[config.mk]
export PLATFORM = sky130hd
export DESIGN_NAME = crsl_reset_loader
export DESIGN_NICKNAME = d
export VERILOG_FILES = /design/src/common/crsl_pkg.sv /design/src/verilog/crsl_fp_slots.sv /design/src/verilog/crsl_reset_loader.sv
export VERILOG_INCLUDE_DIRS = /design/src /design/src/common
export SDC_FILE = /design/constraint.sdc
export NUM_CORES = 2
export LEC_CHECK = 0
export ABC_CLOCK_PERIOD_IN_PS = 2300
export BUFFER_PORTS_ARGS = -buffer_cell sky130_fd_sc_hd__buf_4
export CAP_MARGIN = 40
export CORE_AREA = 8 8 499 501
export CTS_CLUSTER_DIAMETER = 200
export CTS_CLUSTER_SIZE = 30
export DETAILED_ROUTE_END_ITERATION = 7
export DIE_AREA = 0 0 507 509
export GPL_TIMING_DRIVEN = 0
export HOLD_SLACK_MARGIN = 0.06
export PLACE_DENSITY_LB_ADDON = 0.08
export REMOVE_ABC_BUFFERS = 1
export SLEW_MARGIN = 20
export SYNTH_ARGS = -nofsm -noshare
export SYNTH_HDL_FRONTEND = slang
export SYNTH_SLANG_ARGS = --single-unit
[constraint.sdc]
create_clock -name clock -period 2.3 [get_ports clock]
set_input_delay 0.23 -clock clock [delete_from_list [all_inputs] [get_ports clock]]
set_output_delay 0.23 -clock clock [all_outputs]
set_load 0.02 [all_outputs]
[src/common/crsl_defines.svh]
// reset, reinitialise and soft-init values of the architectural state
`ifndef CRSL_DEFINES_SVH
`define CRSL_DEFINES_SVH

// ----------------------------------------------------------------------
// system control word 0
// ----------------------------------------------------------------------
`define CRSL_CTL0_RST        32'h6000_0010
`define CRSL_CTL0_CACHE_OFF  30
`define CRSL_CTL0_WT_OFF     29
`define CRSL_CTL0_ONE_BIT    4
`define CRSL_CTL0_PROT_BIT   0
`define CRSL_CTL0_PAGE_BIT   31

// ----------------------------------------------------------------------
// integer state
// ----------------------------------------------------------------------
`define CRSL_IP_RST          32'h0000_FFF0
`define CRSL_FLAGS_RST       32'h0000_0002
`define CRSL_ZERO32          32'h0000_0000
`define CRSL_SELFTEST_FAIL   32'h0000_0001

// ----------------------------------------------------------------------
// segments
// ----------------------------------------------------------------------
`define CRSL_CODE_SEL_RST    16'hF000
`define CRSL_CODE_BASE_RST   32'hFFFF_0000
`define CRSL_DATA_SEL_RST    16'h0000
`define CRSL_DATA_BASE_RST   32'h0000_0000
`define CRSL_SEG_LIMIT_RST   16'hFFFF
`define CRSL_SEG_AR_RST      8'h93

// ----------------------------------------------------------------------
// floating-point unit
// ----------------------------------------------------------------------
`define CRSL_FCTL_RST        16'h0040
`define CRSL_FCTL_REINIT     16'h037F
`define CRSL_FTAG_RST        16'h5555
`define CRSL_FTAG_REINIT     16'hFFFF
`define CRSL_ZERO16          16'h0000

// ----------------------------------------------------------------------
// timing
// ----------------------------------------------------------------------
`define CRSL_SYNC_SETTLE     2'h2

`endif

[src/common/crsl_pkg.sv]
// types shared by the reset state loader
package crsl_pkg;

	// 32-bit architectural registers, in array order
	typedef enum logic [3:0] {
		CRSL_SYS_CTL0, CRSL_FAULT_ADDR, CRSL_PAGE_BASE, CRSL_EXT_CTL,
		CRSL_INSTR_PTR, CRSL_FLAGS, CRSL_ACC, CRSL_BASE_GP, CRSL_COUNT_GP,
		CRSL_SRC_IDX, CRSL_DST_IDX, CRSL_FRAME_PTR, CRSL_STACK_PTR,
		CRSL_FP_DATA_PTR, CRSL_FP_INSTR_PTR
	} crsl_reg32_t;

	// 16-bit floating-point registers, in array order
	typedef enum logic [2:0] {
		CRSL_FP_CTL, CRSL_FP_STAT, CRSL_FP_TAG, CRSL_FP_DATA_SEL,
		CRSL_FP_CODE_SEL
	} crsl_reg16_t;

	// segments: code, stack, then four data segments
	typedef enum logic [2:0] {
		CRSL_SEG_CODE, CRSL_SEG_STACK, CRSL_SEG_DATA, CRSL_SEG_EXTRA,
		CRSL_SEG_EXTRA_F, CRSL_SEG_EXTRA_G
	} crsl_seg_t;

	typedef enum {
		CRSL_SETTLE,
		CRSL_SELFTEST,
		CRSL_RUN
	} crsl_phase_t;

endpackage

[src/verilog/crsl_fp_slots.sv]
// eight-slot floating-point stack storage, cleared to +0.0 by reset
`timescale 1ns/10ps
`default_nettype none

module crsl_fp_slots #(
	parameter int WIDTH = 80,
	parameter int DEPTH = 8
) (
	// clock and reset
	input  wire logic                     clock,
	input  wire logic                     rstn,
	// write side
	input  wire logic                     wr_en,
	input  wire logic [$clog2(DEPTH)-1:0] wr_addr,
	input  wire logic [WIDTH-1:0]         wr_data,
	// read side
	input  wire logic [$clog2(DEPTH)-1:0] rd_addr,
	output logic      [WIDTH-1:0]         rd_data
);

	if (DEPTH < 2 || (DEPTH & (DEPTH - 1)) != 0 || WIDTH < 1) begin : g_bad_size
		$error("crsl_fp_slots: DEPTH must be a power of two");
	end

	logic [DEPTH-1:0][WIDTH-1:0] slot_q;
	logic [DEPTH-1:0][WIDTH-1:0] slot_d;
	logic [WIDTH-1:0]            rd_d;

	always_comb begin
		slot_d = slot_q;
		if (wr_en)
			slot_d[wr_addr] = wr_data;
		rd_d = slot_q[rd_addr];
	end

	// positive zero is the all-zero pattern
	always_ff @(posedge clock or negedge rstn) begin
		if (!rstn) begin
			slot_q  <= '0;
			rd_data <= '0;
		end else begin
			slot_q  <= slot_d;
			rd_data <= rd_d;
		end
	end

endmodule // crsl_fp_slots

`default_nettype wire

[src/verilog/crsl_reset_loader.sv]
// architectural register state with its reset, soft-init and fp reinit
`timescale 1ns/10ps
`default_nettype none

`include "crsl_defines.svh"

module crsl_reset_loader #(
	parameter int FP_WIDTH = 80,
	parameter int FP_DEPTH = 8
) (
	// clock and reset
	input  wire logic                        clock,
	input  wire logic                        rstn,
	// init events from the core, one-cycle pulses
	input  wire logic                        soft_init,
	input  wire logic                        fp_reinit_instruction,
	// self-test strap pin and result from the test engine
	input  wire logic                        power_on_selftest,
	input  wire logic                        selftest_done,
	input  wire logic                        selftest_pass,
	// 32-bit register write
	input  wire logic                        wr32_en,
	input  wire crsl_pkg::crsl_reg32_t       wr32_sel,
	input  wire logic [31:0]                 wr32_data,
	// 16-bit fp register write
	input  wire logic                        wr16_en,
	input  wire crsl_pkg::crsl_reg16_t       wr16_sel,
	input  wire logic [15:0]                 wr16_data,
	// segment write
	input  wire logic                        seg_wr_en,
	input  wire crsl_pkg::crsl_seg_t         seg_wr_sel,
	input  wire logic [15:0]                 seg_wr_selector,
	input  wire logic [31:0]                 seg_wr_base,
	input  wire logic [15:0]                 seg_wr_limit,
	input  wire logic [7:0]                  seg_wr_attr,
	// fp stack slot access
	input  wire logic                        fp_wr_en,
	input  wire logic [$clog2(FP_DEPTH)-1:0] fp_wr_addr,
	input  wire logic [FP_WIDTH-1:0]         fp_wr_data,
	input  wire logic [$clog2(FP_DEPTH)-1:0] fp_rd_addr,
	output logic      [FP_WIDTH-1:0]         fp_stack_slots,
	// register contents
	output logic      [14:0][31:0]           reg32,
	output logic      [4:0][15:0]            reg16,
	output logic      [5:0][15:0]            seg_selector,
	output logic      [5:0][31:0]            seg_base,
	output logic      [5:0][15:0]            seg_limit,
	output logic      [5:0][7:0]             seg_attr,
	// mode and sequencing status
	output logic                             real_mode,
	output logic                             paging_on,
	output logic                             fetch_ok
);

	if (FP_DEPTH != 8) begin : g_bad_depth
		$error("crsl_reset_loader: fp stack must have eight slots");
	end

	// ------------------------------------------------------------------
	// reset values
	// ------------------------------------------------------------------
	function automatic logic [31:0] rst32(input int idx);
		case (idx)
			int'(crsl_pkg::CRSL_SYS_CTL0):  rst32 = `CRSL_CTL0_RST;
			int'(crsl_pkg::CRSL_INSTR_PTR): rst32 = `CRSL_IP_RST;
			// undefined upper flag bits are simply loaded as zero
			int'(crsl_pkg::CRSL_FLAGS):     rst32 = `CRSL_FLAGS_RST;
			default:                        rst32 = `CRSL_ZERO32;
		endcase
	endfunction

	function automatic logic [15:0] fp16_val(input int idx, input logic ri);
		case (idx)
			int'(crsl_pkg::CRSL_FP_CTL):
				fp16_val = ri ? `CRSL_FCTL_REINIT : `CRSL_FCTL_RST;
			int'(crsl_pkg::CRSL_FP_TAG):
				fp16_val = ri ? `CRSL_FTAG_REINIT : `CRSL_FTAG_RST;
			default: fp16_val = `CRSL_ZERO16;
		endcase
	endfunction

	function automatic logic is_fp32(input int idx);
		is_fp32 = idx == int'(crsl_pkg::CRSL_FP_DATA_PTR) ||
			idx == int'(crsl_pkg::CRSL_FP_INSTR_PTR);
	endfunction

	// ------------------------------------------------------------------
	// strap synchroniser and phase
	// ------------------------------------------------------------------
	logic                  strap_meta_q;
	logic                  strap_q;
	logic [1:0]            settle_q;
	logic [1:0]            settle_d;
	crsl_pkg::crsl_phase_t phase_q;
	crsl_pkg::crsl_phase_t phase_d;
	logic                  st_load;

	always_comb begin
		settle_d = settle_q;
		phase_d  = phase_q;
		st_load  = 1'b0;
		case (phase_q)
			crsl_pkg::CRSL_SETTLE: begin
				// wait for the strap to pass both synchroniser stages
				if (settle_q == `CRSL_SYNC_SETTLE)
					phase_d = strap_q ? crsl_pkg::CRSL_SELFTEST
						: crsl_pkg::CRSL_RUN;
				else
					settle_d = settle_q + 2'h1;
			end
			crsl_pkg::CRSL_SELFTEST: begin
				if (selftest_done) begin
					st_load = 1'b1;
					phase_d = crsl_pkg::CRSL_RUN;
				end
			end
			crsl_pkg::CRSL_RUN: phase_d = crsl_pkg::CRSL_RUN;
			default: phase_d = crsl_pkg::CRSL_SETTLE;
		endcase
	end

	always_ff @(posedge clock or negedge rstn) begin
		if (!rstn) begin
			strap_meta_q <= 1'b0;
			strap_q      <= 1'b0;
			settle_q     <= 2'h0;
			phase_q      <= crsl_pkg::CRSL_SETTLE;
		end else begin
			strap_meta_q <= power_on_selftest;
			strap_q      <= strap_meta_q;
			settle_q     <= settle_d;
			phase_q      <= phase_d;
		end
	end

	// fetch waits until every load, self-test result included, is done
	assign fetch_ok = phase_q == crsl_pkg::CRSL_RUN;

	// ------------------------------------------------------------------
	// register state
	// ------------------------------------------------------------------
	logic [14:0][31:0] r32_d;
	logic [4:0][15:0]  r16_d;
	logic [5:0][15:0]  sel_d;
	logic [5:0][31:0]  base_d;
	logic [5:0][15:0]  lim_d;
	logic [5:0][7:0]   ar_d;
	logic              run;
	logic [31:0]       ctl0_keep;

	assign run = phase_q == crsl_pkg::CRSL_RUN;

	always_comb begin
		r32_d  = reg32;
		r16_d  = reg16;
		sel_d  = seg_selector;
		base_d = seg_base;
		lim_d  = seg_limit;
		ar_d   = seg_attr;
		ctl0_keep = `CRSL_ZERO32;
		ctl0_keep[`CRSL_CTL0_CACHE_OFF] =
			reg32[crsl_pkg::CRSL_SYS_CTL0][`CRSL_CTL0_CACHE_OFF];
		ctl0_keep[`CRSL_CTL0_WT_OFF] =
			reg32[crsl_pkg::CRSL_SYS_CTL0][`CRSL_CTL0_WT_OFF];
		ctl0_keep[`CRSL_CTL0_ONE_BIT] = 1'b1;
		// writes are refused until the reset sequence is over
		if (run && soft_init) begin
			for (int i = 0; i < 15; i++) begin
				if (!is_fp32(i))
					r32_d[i] = rst32(i);
			end
			r32_d[crsl_pkg::CRSL_SYS_CTL0] = ctl0_keep;
			for (int s = 0; s < 6; s++) begin
				sel_d[s]  = s == 0 ? `CRSL_CODE_SEL_RST : `CRSL_DATA_SEL_RST;
				base_d[s] = s == 0 ? `CRSL_CODE_BASE_RST : `CRSL_DATA_BASE_RST;
				lim_d[s]  = `CRSL_SEG_LIMIT_RST;
				ar_d[s]   = `CRSL_SEG_AR_RST;
			end
		end else if (run && fp_reinit_instruction) begin
			for (int j = 0; j < 5; j++)
				r16_d[j] = fp16_val(j, 1'b1);
			r32_d[crsl_pkg::CRSL_FP_DATA_PTR]  = `CRSL_ZERO32;
			r32_d[crsl_pkg::CRSL_FP_INSTR_PTR] = `CRSL_ZERO32;
		end else if (run) begin
			if (wr32_en)
				r32_d[wr32_sel] = wr32_data;
			if (wr16_en)
				r16_d[wr16_sel] = wr16_data;
			if (seg_wr_en) begin
				sel_d[seg_wr_sel]  = seg_wr_selector;
				base_d[seg_wr_sel] = seg_wr_base;
				lim_d[seg_wr_sel]  = seg_wr_limit;
				ar_d[seg_wr_sel]   = seg_wr_attr;
			end
		end
		if (st_load)
			r32_d[crsl_pkg::CRSL_ACC] = selftest_pass ? `CRSL_ZERO32
				: `CRSL_SELFTEST_FAIL;
	end

	always_ff @(posedge clock or negedge rstn) begin
		if (!rstn) begin
			for (int i = 0; i < 15; i++)
				reg32[i] <= rst32(i);
			for (int j = 0; j < 5; j++)
				reg16[j] <= fp16_val(j, 1'b0);
			for (int s = 0; s < 6; s++) begin
				seg_selector[s] <= s == 0 ? `CRSL_CODE_SEL_RST
					: `CRSL_DATA_SEL_RST;
				seg_base[s] <= s == 0 ? `CRSL_CODE_BASE_RST
					: `CRSL_DATA_BASE_RST;
				seg_limit[s] <= `CRSL_SEG_LIMIT_RST;
				seg_attr[s]  <= `CRSL_SEG_AR_RST;
			end
		end else begin
			reg32        <= r32_d;
			reg16        <= r16_d;
			seg_selector <= sel_d;
			seg_base     <= base_d;
			seg_limit    <= lim_d;
			seg_attr     <= ar_d;
		end
	end

	assign real_mode =
		~reg32[crsl_pkg::CRSL_SYS_CTL0][`CRSL_CTL0_PROT_BIT];
	assign paging_on =
		reg32[crsl_pkg::CRSL_SYS_CTL0][`CRSL_CTL0_PAGE_BIT];

	// ------------------------------------------------------------------
	// fp stack slots
	// ------------------------------------------------------------------
	// neither soft init nor fp reinit reaches the slots
	crsl_fp_slots #(
		.WIDTH (FP_WIDTH),
		.DEPTH (FP_DEPTH)
	) u_slots (
		.clock   (clock),
		.rstn    (rstn),
		.wr_en   (fp_wr_en && run),
		.wr_addr (fp_wr_addr),
		.wr_data (fp_wr_data),
		.rd_addr (fp_rd_addr),
		.rd_data (fp_stack_slots)
	);

endmodule // crsl_reset_loader

`default_nettype wire

==> summary.txt <==
Critical path
  – Worst path buffer plus inverter count: 5
  – Critical path class: reg -> reg
  – CP arrival: 3.07 ns
  – R2R Setup Slk: -0.15 ns
  – Critical path capture point type: register
  – Crit path max fanout: 7
  – CP startpoint: phase_q[0]$_DFFE_PN0P_
  – CP cell instances: inv_2, ha_4, buf_12, nand2b_4, or4b_4, buf_16, buf_16, buf_16, mux2_4
  – FF-to-FF Start: phase_q[0]$_DFFE_PN0P_
  – Crit path max-delay family: buffers and inverters
  – Top cell by count, worst path: buf_16
  – R2r endpoint: u_slots.slot_q[45]$_DFFE_PN0P_
  – Worst setup SP type: register
  – CP peak stage delay: roughly 0.58 ns
  – Req. time, crit path: a little under 3 ns
  – Worst-case reg-to-reg path depth: 9
  – Slowest cell on the critical path: or4b_4

Floorplanning
  – Core ar.: 241000 µm²
  – Die width: 507 µm
  – Starting density of the core: 0.290
  – Die H: about 510 µm
  – Row Count: 181
  – Die area: between 200000 and 300000 µm²
  – Top Ports: around 1300

Cells and area
  – Fin area: about 94000 µm²
  – Area Growth Syn to Fin: 35.0%
  – Util after Layout: 0.391
  – Fill cell count: 22912
  – Non-filler instance count after layout: a little under 10000
  – Number of nets in the layout: roughly 6600
  – Share of cells above drive strength 1: 0.472

Routing
  – Residual DRC: 0
  – Routed via count: ~48000
  – DR iter-0 viols: 2706
  – Post-DRT Antenna Nets: 0
  – DR vias/cell: 5.01
  – Drt total wl: 315 mm
  – Wirelength per Cell: 32.7 µm
  – TritonRoute pass-1 iters: 5

Synthesis
  – Sequential area share after synthesis: 0.618
  – Post-synth ARST share: 1.00
  – Syn Inst Count: around 4700
  – #FFs+latches synth: about 1700
  – EDFF count, synth: 0
  – Syn. warnings: 0
  – Top FF cell, synth: dfrtp_1
  – Syn avg cell area: ~15 µm²
  – Synth cell types: 60
  – Synth Cell Area: 69900 µm²

CTS
  – H-tree depth: 3
  – Cts bufs inserted: 67
  – Max clock buf depth: 3
  – CTS tree: built
  – # clock sinks: ~1700
  – Clock Latency Late Sink: between 0.7 and 0.8 ns
  – Root buf cell: clkbuf_16
  – CTS clk-pin slew, worst paths: roughly 0.13 ns

Pwr
  – Power density over the cells: roughly 990 nW/µm²
  – VDD IR max: just over 0.6 mV
  – Leakage: about 45 nW
  – Total power draw: roughly 93 mW

Global routing
  – Total Routing Usage GR: 0.233
  – Grt total ovfl: 0
  – Initial antenna violation count: 50
  – Pin count of the biggest net entering global routing: between 100 and 150
  – First-pass GRT wire length: roughly 430 mm
  – Vias in the first global route: about 50000

Run status
  – Status: finished with violations
  – Violated checks: hold timing, setup timing

Place
  – I/O Buffers: roughly 1300
  – Post-placement cell area: 86000 µm²
  – Post-DP HPWL: about 220 mm
  – Routability cong.: slightly below 0.8
  – DP Cell Count: roughly 9100

STA
  – Slew Limit Fails: 0
  – Final hold vios: ~290
  – Final WS setup: -0.153 ns
  – Fin Hold WS: -0.589 ns
  – Clk_skew: a little over 0.03 ns
  – RSZ-0062 raised after global routing: yes
  – Slew @ Worst Pin: around 0.89 ns
  – FMAX: 0.408 GHz
  – Worst slew margin: 0.408
  – Tcrit/Tclk final: 1.07
  – Min Tclk post-route: between 2 and 2.5 ns
  – # setup viols final: 182

Worst hold path
  – Hold crit path type: in -> async

Flow run
  – Number of max-cap violations: 0
==> power breakdown <==
group | leakage, nW | switching [mW] | internal [mW] | total (mW)
registers | 22.1 | 4.19 | 38.6 | 42.8
clock network | 0.936 | 10.5 | 5.73 | 16.3
logic | 21.7 | 17.4 | 16.6 | 33.9
==> worst max-delay path by stage <==
stage                                endpoint  cells after the start
2_1_floorplan         seg_attr[2]$_DFFE_PN0P_                      5
6_report       u_slots.slot_q[45]$_DFFE_PN0P_                      9
4_1_cts              seg_base[26]$_DFFE_PN1P_                     15
3_3_place_gp            reg32[17]$_DFFE_PN0P_                      1
3_5_place_dp     seg_selector[13]$_DFFE_PN1P_                     16
5_1_grt        u_slots.slot_q[41]$_DFFE_PN0P_                      9
==> cell families after synthesis <==
| group | Yosys count | synth area share |
|---|---|---|
| flops | 1718 | 0.618 |
| mux | 1327 | 0.236 |
| xor+xnor | 1 | 0.000125 |
| fa+ha+maj | 5 | 0.000895 |
| compound gates | 577 | 0.0744 |
| buf+inv | 389 | 0.0262 |
| simple gates | 718 | 0.0446 |
==> synth_stat cells, types with 2 or more instances <==
| library cell | n | area, µm² |
|---|---|---|
| nand3b_1 | 10 | 75.1 |
| nor3_1 | 6 | 30.0 |
| nor2b_1 | 5 | 31.3 |
| nor4bb_1 | 3 | 30.0 |
| buf_6 | 15 | 169 |
| a22o_1 | 45 | 394 |
| dfstp_2 | 165 | 4340 |
| nand3_1 | 29 | 145 |
| o22ai_1 | 5 | 31.3 |
| o21ai_0 | 7 | 35.0 |
| mux2_2 | 645 | 7260 |
| o22a_1 | 28 | 245 |
| nand2b_1 | 15 | 93.8 |
| and3b_1 | 2 | 17.5 |
| nand4b_1 | 2 | 17.5 |
| and3_1 | 33 | 206 |
| ha_1 | 5 | 62.6 |
| and4b_1 | 2 | 20.0 |
| mux2_4 | 80 | 1200 |
| nor2_1 | 208 | 781 |
| dfrtp_1 | 1553 | 38900 |
| or3_1 | 2 | 12.5 |
| or2_2 | 2 | 12.5 |
| a211oi_4 | 2 | 40.0 |
| mux2i_1 | 435 | 4350 |
| a211o_1 | 4 | 35.0 |
| buf_4 | 5 | 37.5 |
| or3b_2 | 3 | 26.3 |
| and2_1 | 3 | 18.8 |
| nand4_1 | 3 | 18.8 |
| o2bb2ai_1 | 325 | 2850 |
| nor4b_1 | 3 | 26.3 |
| inv_1 | 7 | 26.3 |
| buf_2 | 192 | 961 |
| buf_1 | 32 | 120 |
| a31oi_1 | 6 | 37.5 |
| nor4_1 | 4 | 25.0 |
| nor3_2 | 3 | 30.0 |
| a31o_2 | 2 | 17.5 |
| nand2_1 | 371 | 1390 |
| mux4_2 | 160 | 3600 |
| or4b_1 | 2 | 20.0 |
| clkbuf_1 | 138 | 518 |
| a32o_1 | 146 | 1460 |
| mux2_1 | 7 | 78.8 |
==> stage by stage <==
| step | setup slack, ns | TNS [ns] |
|---|---|---|
| 2_1_floorplan | -10.15 | -7355.01 |
| 3_3_place_gp | -21.93 | - |
| 3_5_place_dp | -2.37 | -1683.19 |
| 4_1_cts | -0.300 | -50.47 |
| 5_1_grt | -0.169 | -23.36 |
| 6_report | -0.153 | -9.83 |
==> cells in the final DEF, fill, tap and decap left out, types with 4 or more instances in the layout <==
master / count
buf_16: 90
nor2b_1: 5
nand2_8: 9
a32o_1: 146
nor2_1: 187
o2bb2ai_1: 325
nor2_2: 18
and3_1: 32
mux2i_1: 432
nor3_4: 9
o22a_1: 27
clkbuf_16: 80
dfstp_2: 165
ha_1: 4
dfrtp_1: 1553
nand2_1: 307
dlygate4sd3_1: 227
nand2b_1: 13
nor2_4: 4
buf_8: 40
clkbuf_1: 41
mux2_2: 593
mux4_2: 160
a22o_1: 45
diode_2: 12
buf_12: 66
nand2_2: 44
mux2_4: 139
o21ai_0: 6
a31oi_4: 5
nand3b_1: 10
o22ai_4: 5
bufbuf_16: 10
inv_1: 6
buf_4: 1446
buf_6: 69
nand3_4: 18
nand2_4: 12
nand3_1: 10
==> layout make-up <==
type | instances | area, µm² | area share
flip-flops and latches | 1718 | 43200 | 0.458
multi-input cells | 2632 | 26200 | 0.278
clock buffers | 107 | 1830 | 0.0194
inverters | 7 | 26.3 | 0.000278
repair buffers | 1963 | 19000 | 0.201
well taps | 3202 | 4010 | 0.0424
diodes | 12 | 30.0 | 0.000318
clock inverters | 9 | 141 | 0.00150
==> state kept, by name, indices dropped and copies added, names as in the netlist <==
signal	count
u_slots.slot_q	640
reg32	479
seg_base	192
seg_limit	96
seg_selector	96
reg16	80
u_slots.rd_data	80
seg_attr	48
phase_q	2
settle_q	2
paging_on	1
strap_meta_q	1
strap_q	1
==> layer usage <==
| layer | part of all wire | GRT usage | up-vias |
|---|---|---|---|
| met1 | 0.39 | 0.280 | 25928 |
| met5 | 0.00015 | 0 | - |
| li1 | - | - | 20626 |
| met3 | 0.073 | 0.0677 | 351 |
| met4 | 0.041 | 0.0815 | 8 |
| met2 | 0.49 | 0.397 | 1407 |
==> timing repair <==
item                        CTS  global route
gates resized for setup     235           158
setup endpoints to repair  1914          1106
hold endpoints to repair   1758           281
pin swaps                    37            27
hold buffers                227             6
setup buffers               106           105
cloned                       29            16
No activity file was read; power rests on OpenSTA's default activity.
